## src/verilog/serial_output_config_pkg.sv

```systemverilog
// Constants for the serial output configuration register bank
package serial_output_config_pkg;
  localparam logic [7:0] ADDR_SERIAL_OUTPUT_CONFIG = 8'h14;
  localparam logic [7:0] ADDR_OUTPUT_DRIVE_ADJUST = 8'h15;
  localparam logic [7:0] ADDR_BIT_CLOCK_PHASE_SELECT = 8'h16;
  localparam logic [7:0] RST_SERIAL_OUTPUT_CONFIG = 8'h00;
  localparam logic [7:0] RST_OUTPUT_DRIVE_ADJUST = 8'h00;
  localparam logic [7:0] RST_BIT_CLOCK_PHASE_SELECT = 8'h03;
  // Field positions in serial_output_config
  localparam int LOW_POWER_BIT = 6;
  localparam int INVERT_BIT = 2;
  localparam int FORMAT_LSB = 0;
  localparam int FORMAT_W = 2;
  // Field positions in output_drive_adjust
  localparam int TERM_LSB = 4;
  localparam int TERM_W = 2;
  localparam int STRONG_BIT = 0;
  // Field positions in bit_clock_phase_select
  localparam int PHASE_LSB = 0;
  localparam int PHASE_W = 4;
  localparam logic [3:0] PHASE_MAX = 4'ha;
  localparam int PHASE_TAPS = 11;
  localparam int PHASE_STEP_DEG = 60;
  typedef enum logic [1:0] {
    FMT_OFFSET_BINARY = 2'b00,
    FMT_TWOS_COMPLEMENT = 2'b01
  } format_type;
  typedef enum logic [1:0] {
    TERM_NONE = 2'b00,
    TERM_200_OHM = 2'b01,
    TERM_100_OHM_A = 2'b10,
    TERM_100_OHM_B = 2'b11
  } term_type;
  localparam int CHANNELS = 8;
  localparam int SAMPLE_W = 14;
endpackage

```

## src/verilog/serial_output_config_regs.sv

```systemverilog
// Serial output configuration registers with the output formatting they steer
`timescale 1ns/1ns
`default_nettype none
module serial_output_config_regs #(
  parameter int N_CH = serial_output_config_pkg::CHANNELS,
  parameter int W = serial_output_config_pkg::SAMPLE_W
) (
  input wire logic core_clk_i,
  input wire logic nrst_i,
  input wire logic reg_wr_i,
  input wire logic reg_rd_i,
  input wire logic [7:0] reg_addr_i,
  input wire logic [7:0] reg_wdata_i,
  input wire logic [N_CH-1:0] chan_sel_i,
  output logic [7:0] reg_rdata_o,
  output logic reg_rvalid_o,
  input wire logic [N_CH*W-1:0] sample_i,
  input wire logic sample_valid_i,
  output logic [N_CH*W-1:0] dout_o,
  output logic dout_valid_o,
  input wire logic [serial_output_config_pkg::PHASE_TAPS-1:0] phase_taps_i,
  input wire logic frame_tap_i,
  output logic bit_clock_out_o,
  output logic word_framing_clock_out_o,
  output logic [N_CH-1:0] clock_drive_double_o,
  output logic lvds_low_power_o,
  output logic term_200_o,
  output logic term_100_o
);
  import serial_output_config_pkg::*;

  function automatic logic [W-1:0] fmt_word(input logic [W-1:0] w, input logic [1:0] f,
                                            input logic inv);
    logic [W-1:0] v;
    v = w;
    if (f == FMT_TWOS_COMPLEMENT) begin
      v[W-1] = ~w[W-1];
    end
    if (inv) begin
      v = ~v;
    end
    return v;
  endfunction

  function automatic int first_chan(input logic [N_CH-1:0] sel);
    int r;
    r = 0;
    for (int i = N_CH - 1; i >= 0; i--) begin
      if (sel[i]) begin
        r = i;
      end
    end
    return r;
  endfunction

  logic low_power_q;
  logic [FORMAT_W-1:0] format_q;
  logic [N_CH-1:0] invert_q;
  logic [TERM_W-1:0] term_q;
  logic [N_CH-1:0] strong_q;
  logic [PHASE_W-1:0] phase_q;
  logic [7:0] reg_rdata_q;
  logic reg_rvalid_q;
  logic [N_CH*W-1:0] dout_q;
  logic dout_valid_q;
  logic bit_clock_q;
  logic frame_clock_q;

  wire hit_cfg = (reg_addr_i == ADDR_SERIAL_OUTPUT_CONFIG);
  wire hit_drv = (reg_addr_i == ADDR_OUTPUT_DRIVE_ADJUST);
  wire hit_phase = (reg_addr_i == ADDR_BIT_CLOCK_PHASE_SELECT);
  wire wr_cfg = reg_wr_i && hit_cfg;
  wire wr_drv = reg_wr_i && hit_drv;
  wire wr_phase = reg_wr_i && hit_phase;
  wire [31:0] rd_ch = 32'(first_chan(chan_sel_i));
  wire [7:0] cfg_word = {1'b0, low_power_q, 3'b000, invert_q[rd_ch[$clog2(N_CH)-1:0]],
                         format_q};
  wire [7:0] drv_word = {2'b00, term_q, 3'b000, strong_q[rd_ch[$clog2(N_CH)-1:0]]};
  wire [7:0] phase_word = {4'h0, phase_q};
  // Unmapped addresses read as zero, so a stray poll is harmless
  wire [7:0] rd_word = hit_cfg ? cfg_word :
                       hit_drv ? drv_word :
                       hit_phase ? phase_word : 8'h00;
  // Codes past the last tap fall back to a quiet clock rather than a wrapped tap
  wire phase_legal = (phase_q <= PHASE_MAX);
  wire bit_clock_d = phase_legal ? phase_taps_i[phase_q] : 1'b0;

  always_ff @(posedge core_clk_i or negedge nrst_i) begin
    if (!nrst_i) begin
      low_power_q <= RST_SERIAL_OUTPUT_CONFIG[LOW_POWER_BIT];
      format_q <= RST_SERIAL_OUTPUT_CONFIG[FORMAT_LSB +: FORMAT_W];
      term_q <= RST_OUTPUT_DRIVE_ADJUST[TERM_LSB +: TERM_W];
      phase_q <= RST_BIT_CLOCK_PHASE_SELECT[PHASE_LSB +: PHASE_W];
    end else begin
      if (wr_cfg) begin
        low_power_q <= reg_wdata_i[LOW_POWER_BIT];
        format_q <= reg_wdata_i[FORMAT_LSB +: FORMAT_W];
      end
      if (wr_drv) begin
        term_q <= reg_wdata_i[TERM_LSB +: TERM_W];
      end
      if (wr_phase) begin
        phase_q <= reg_wdata_i[PHASE_LSB +: PHASE_W];
      end
    end
  end

  // Local bits only follow writes for the channels currently selected
  always_ff @(posedge core_clk_i or negedge nrst_i) begin
    if (!nrst_i) begin
      invert_q <= {N_CH{RST_SERIAL_OUTPUT_CONFIG[INVERT_BIT]}};
      strong_q <= {N_CH{RST_OUTPUT_DRIVE_ADJUST[STRONG_BIT]}};
    end else begin
      for (int c = 0; c < N_CH; c++) begin
        if (wr_cfg && chan_sel_i[c]) begin
          invert_q[c] <= reg_wdata_i[INVERT_BIT];
        end
        if (wr_drv && chan_sel_i[c]) begin
          strong_q[c] <= reg_wdata_i[STRONG_BIT];
        end
      end
    end
  end

  always_ff @(posedge core_clk_i or negedge nrst_i) begin
    if (!nrst_i) begin
      reg_rdata_q <= 8'h00;
      reg_rvalid_q <= 1'b0;
    end else begin
      reg_rvalid_q <= reg_rd_i;
      if (reg_rd_i) begin
        reg_rdata_q <= rd_word;
      end
    end
  end

  // Data latching is never gated by the phase code, only the clock tap is
  always_ff @(posedge core_clk_i or negedge nrst_i) begin
    if (!nrst_i) begin
      dout_q <= '0;
      dout_valid_q <= 1'b0;
    end else begin
      dout_valid_q <= sample_valid_i;
      if (sample_valid_i) begin
        for (int c = 0; c < N_CH; c++) begin
          dout_q[c*W +: W] <= fmt_word(sample_i[c*W +: W], format_q, invert_q[c]);
        end
      end
    end
  end

  always_ff @(posedge core_clk_i or negedge nrst_i) begin
    if (!nrst_i) begin
      bit_clock_q <= 1'b0;
      frame_clock_q <= 1'b0;
    end else begin
      bit_clock_q <= bit_clock_d;
      frame_clock_q <= frame_tap_i;
    end
  end

  assign reg_rdata_o = reg_rdata_q;
  assign reg_rvalid_o = reg_rvalid_q;
  assign dout_o = dout_q;
  assign dout_valid_o = dout_valid_q;
  assign bit_clock_out_o = bit_clock_q;
  assign word_framing_clock_out_o = frame_clock_q;
  assign clock_drive_double_o = strong_q;
  assign lvds_low_power_o = low_power_q;
  assign term_200_o = (term_q == TERM_200_OHM);
  assign term_100_o = (term_q == TERM_100_OHM_A) || (term_q == TERM_100_OHM_B);
endmodule
`default_nettype wire

```

## config.mk

```make
export PLATFORM = sky130hd
export DESIGN_NAME = serial_output_config_regs
export DESIGN_NICKNAME = d
export VERILOG_FILES = /design/src/verilog/serial_output_config_pkg.sv /design/src/verilog/serial_output_config_regs.sv
export SDC_FILE = /design/constraint.sdc
export NUM_CORES = 1
export LEC_CHECK = 0
export BUFFER_PORTS_ARGS = -buffer_cell sky130_fd_sc_hd__buf_4
export CAP_MARGIN = 20
export CORE_ASPECT_RATIO = 0.5
export CORE_MARGIN = 2
export CORE_UTILIZATION = 50
export CTS_BUF_LIST = sky130_fd_sc_hd__clkbuf_4
export CTS_CLUSTER_DIAMETER = 80
export DETAILED_ROUTE_END_ITERATION = 7
export GPL_TIMING_DRIVEN = 0
export PLACE_DENSITY = 0.83
export SLEW_MARGIN = 20
export SYNTH_ARGS = -nofsm -noshare
export SYNTH_HDL_FRONTEND = slang
export SYNTH_SLANG_ARGS = --single-unit
```

## constraint.sdc

```tcl
create_clock -name core_clk_i -period 2 [get_ports core_clk_i]
set_input_delay 0.4 -clock core_clk_i [delete_from_list [all_inputs] [get_ports core_clk_i]]
set_output_delay 0.4 -clock core_clk_i [all_outputs]
set_load 0.02 [all_outputs]
```

==> out/summary.txt <==
Final wirelength: 18,900 um
# IOs: 288
Antenna Nets Post-Route: 0
Mean Syn Cell Area: 10.6 um^2
Num rows: 30
Post-synthesis register bit count: 148
Hold Path Class: in -> reg
Die H: 87.0 um
Max Cap Violations: 0
Worst setup margin: 0.222 ns
Synth cell types: 44
Min-Delay Startpoint: reg_rd_i
Slowest CP cell: clkbuf_1
Global-route wire length before repair: 29,500 um
1st-iter DRT viols: 385
IO buf count: 282
Dpl hpwl: 14,200 um
Post-Syn Instances: 653
Dpl ws: -0.339 ns
Initial antenna violation count: 0
Critical Path AT: 2.15 ns
P_leak: 4.28 nW
Gr ovfl total: 0
Largest family of logic cells by synthesized area: XOR/XNOR gates
# setup viols final: 0
Starting Density: 51.0%
CTS Buf Count: 17
Max stage delay on crit path: 0.62 ns
Worst setup EP type: register
Top post-synthesis cells by area: dfrtp_1 (53%), xnor2_1 (15%), a21oi_1 (7.7%), nor2_1 (6.2%), mux2_2 (3.8%)
Antenna cells: 0
Worst Hold Path Cells: 1
Total power: 0.00675 W
GRT Util Overall: 25.7%
Cell Pwr Density: 706 nW/um^2
CTS Buffer Depth: 2
Final Hold Violating Endpoints: 0
Layout cells sized above 1: 38.0%
Worst r2r dst: bit_clock_out_o$_DFF_PN0_
CTS Root Cell: clkbuf_4
Final critical-path share of the clock period: 88.9%
Area growth syn-to-layout: 38.6%
Worst path required time: 2.37 ns
Routability Congestion: 0.885
R2R setup slack: 0.27 ns
Worst-path maximum fanout: 10
Die Area: 14,800 um^2
TritonCTS clock tree: done
DR WL/cell: 16.5 um
Post-Syn Area: 6900 um^2
Largest net degree at the start of global routing: 92
Chip Width: 170 um
Relative slew margins: 50.9%
Clk sinks: 148
Post-synth top cells: dfrtp_1 (146), xnor2_1 (120), nor2_1 (114)
Maximum clock rate: 563 MHz
Fin crit period: 1.78 ns
Core Region: 13,500 um^2
Clk_lat worst skew: 0.54 ns
Startpoint types: input pin
Vias: 5,846
First-pass DRT Iterations: 4
Crit Path Category: in -> reg
Synth Area in Compound Gates: 10.4%
Worst path most repeated cell: clkbuf_1
Final slew viol count: 0
CTS resizes: 0
WHS Endpoint: reg_rvalid_o$_DFF_PN0_
NumNets Final: 1,111
Cell taking the most area after synthesis: dfrtp_1
Post-synth top area share: 53.0%
Drt drc: 0
Fin Hold WS: 0.0541 ns
Reg2reg path depth: 4
Asr flop ratio synth: 100%
Simple-Gate Fraction of Synth Area: 10.3%
Post-synth EDFFs: 0
Sequential share of the synthesized area: 53.7%
Status: complete, no violations
RSZ-0062 raised after global routing: false
Worst-path clk slew: 0.11 ns
Synth Area in Adders: 0%
Most common cell in the netlist: dfrtp_1
Synthesized net count: 806
Via/cell ratio: 5.10
Top FF cell, synth: dfrtp_1
Setup bufs post-CTS: 0
Finished Layout Cells: 1,147
CP Cell Sequence: buf_4 > clkbuf_1 > clkbuf_1 > clkbuf_1 > a21oi_1
Cells after DPL: 1,112
Synth warn: 0
Clock Skews: 0.0371 ns
Max IR drop VDD: 0.351 mV
Mux contribution to synthesized area: 6.77%
Vias in the first global route: 5,672
H-tree lvl count: 4
Post-synthesis xor/xnor area fraction: 15.2%
Hold Buf Count CTS: 3
Worst slew pin tran: 0.737 ns
Worst r2r src: phase_q[0]$_DFFE_PN1P_
==> final cells by class <==
cell class	count	area, um^2
timing repair buffer	286	2180
multi-input combinational	450	2950
clock buffer	18	135
sequential	148	3710
buffer	49	215
tap	176	220
clock inverter	14	128
fill	1020	3950
inverter	6	22.5
==> registers in the layout (all words and copies together) (netlist names) <==
signal                    flops
phase_q                       4
dout_valid_o                  1
invert_q                      8
dout_o                      112
reg_rvalid_o                  1
clock_drive_double_o          8
reg_rdata_o                   7
lvds_low_power_o              1
format_q                      2
bit_clock_out_o               1
word_framing_clock_out_o      1
term_q                        2
==> critical path: cells and delay by family <==
kind / cells / cell delay (ns)
buffers and inverters: 4 / 1.59
AOI/OAI and AO/OA: 1 / 0.14
==> layer usage <==
metal / track usage, % / up-vias / wire, um
met5: 0 / - / 0
met4: 8.31 / 0 / 368
met3: 4.73 / 29 / 889
met2: 45.7 / 159 / 9620
met1: 32.3 / 2878 / 8030
li1: - / 2780 / -
==> through the flow <==
stage	setup TNS, ns	util [%]	area, um^2
4_1_cts	0	70.8	9560
3_5_place_dp	-24.61	68.6	9270
3_3_place_gp	-43.28	68.3	9230
5_1_grt	0	70.8	9560
6_report	0	70.8	9560
2_1_floorplan	0	-	6900
==> cells in the final DEF (no fill, tap or decap), drive strengths merged, types with 3 or more instances in the layout <==
master,instances
buf,300
dfrtp,146
xnor2,120
nor2,114
a21oi,106
clkbuf,50
mux2,31
nand2,24
o21ai,10
inv,9
clkinv,7
mux2i,5
o2bb2ai,5
nand3b,4
nor4,4
nor3,3
clkinvlp,3
dlygate4sd3,3
==> cell families (layout without fill, tap and decap cells) <==
group	after synthesis	count (layout)
compound gates	132	132
other cells	1	1
simple gates	159	159
xor+xnor	120	120
mux	38	38
flops	148	148
buf+inv	55	373
==> how the worst max path moves through the flow <==
stage	startpoint	end
3_5_place_dp	sample_valid_i	dout_o[101]$_DFFE_PN0P_
4_1_cts	sample_valid_i	dout_o[101]$_DFFE_PN0P_
5_1_grt	sample_valid_i	dout_o[101]$_DFFE_PN0P_
2_1_floorplan	reg_addr_i[5]	invert_q[0]$_DFFE_PN0P_
6_report	sample_valid_i	dout_o[101]$_DFFE_PN0P_
3_3_place_gp	sample_valid_i	dout_o[101]$_DFFE_PN0P_
==> power breakdown <==
part	leakage, nW	internal, W	total, W	switching [W]
sequential	1.72	0.00323	0.00336	0.000134
clock	0.137	0.000643	0.00179	0.00115
combinational	2.42	0.000755	0.00160	0.000843
Power figures use the tool's default switching activity.
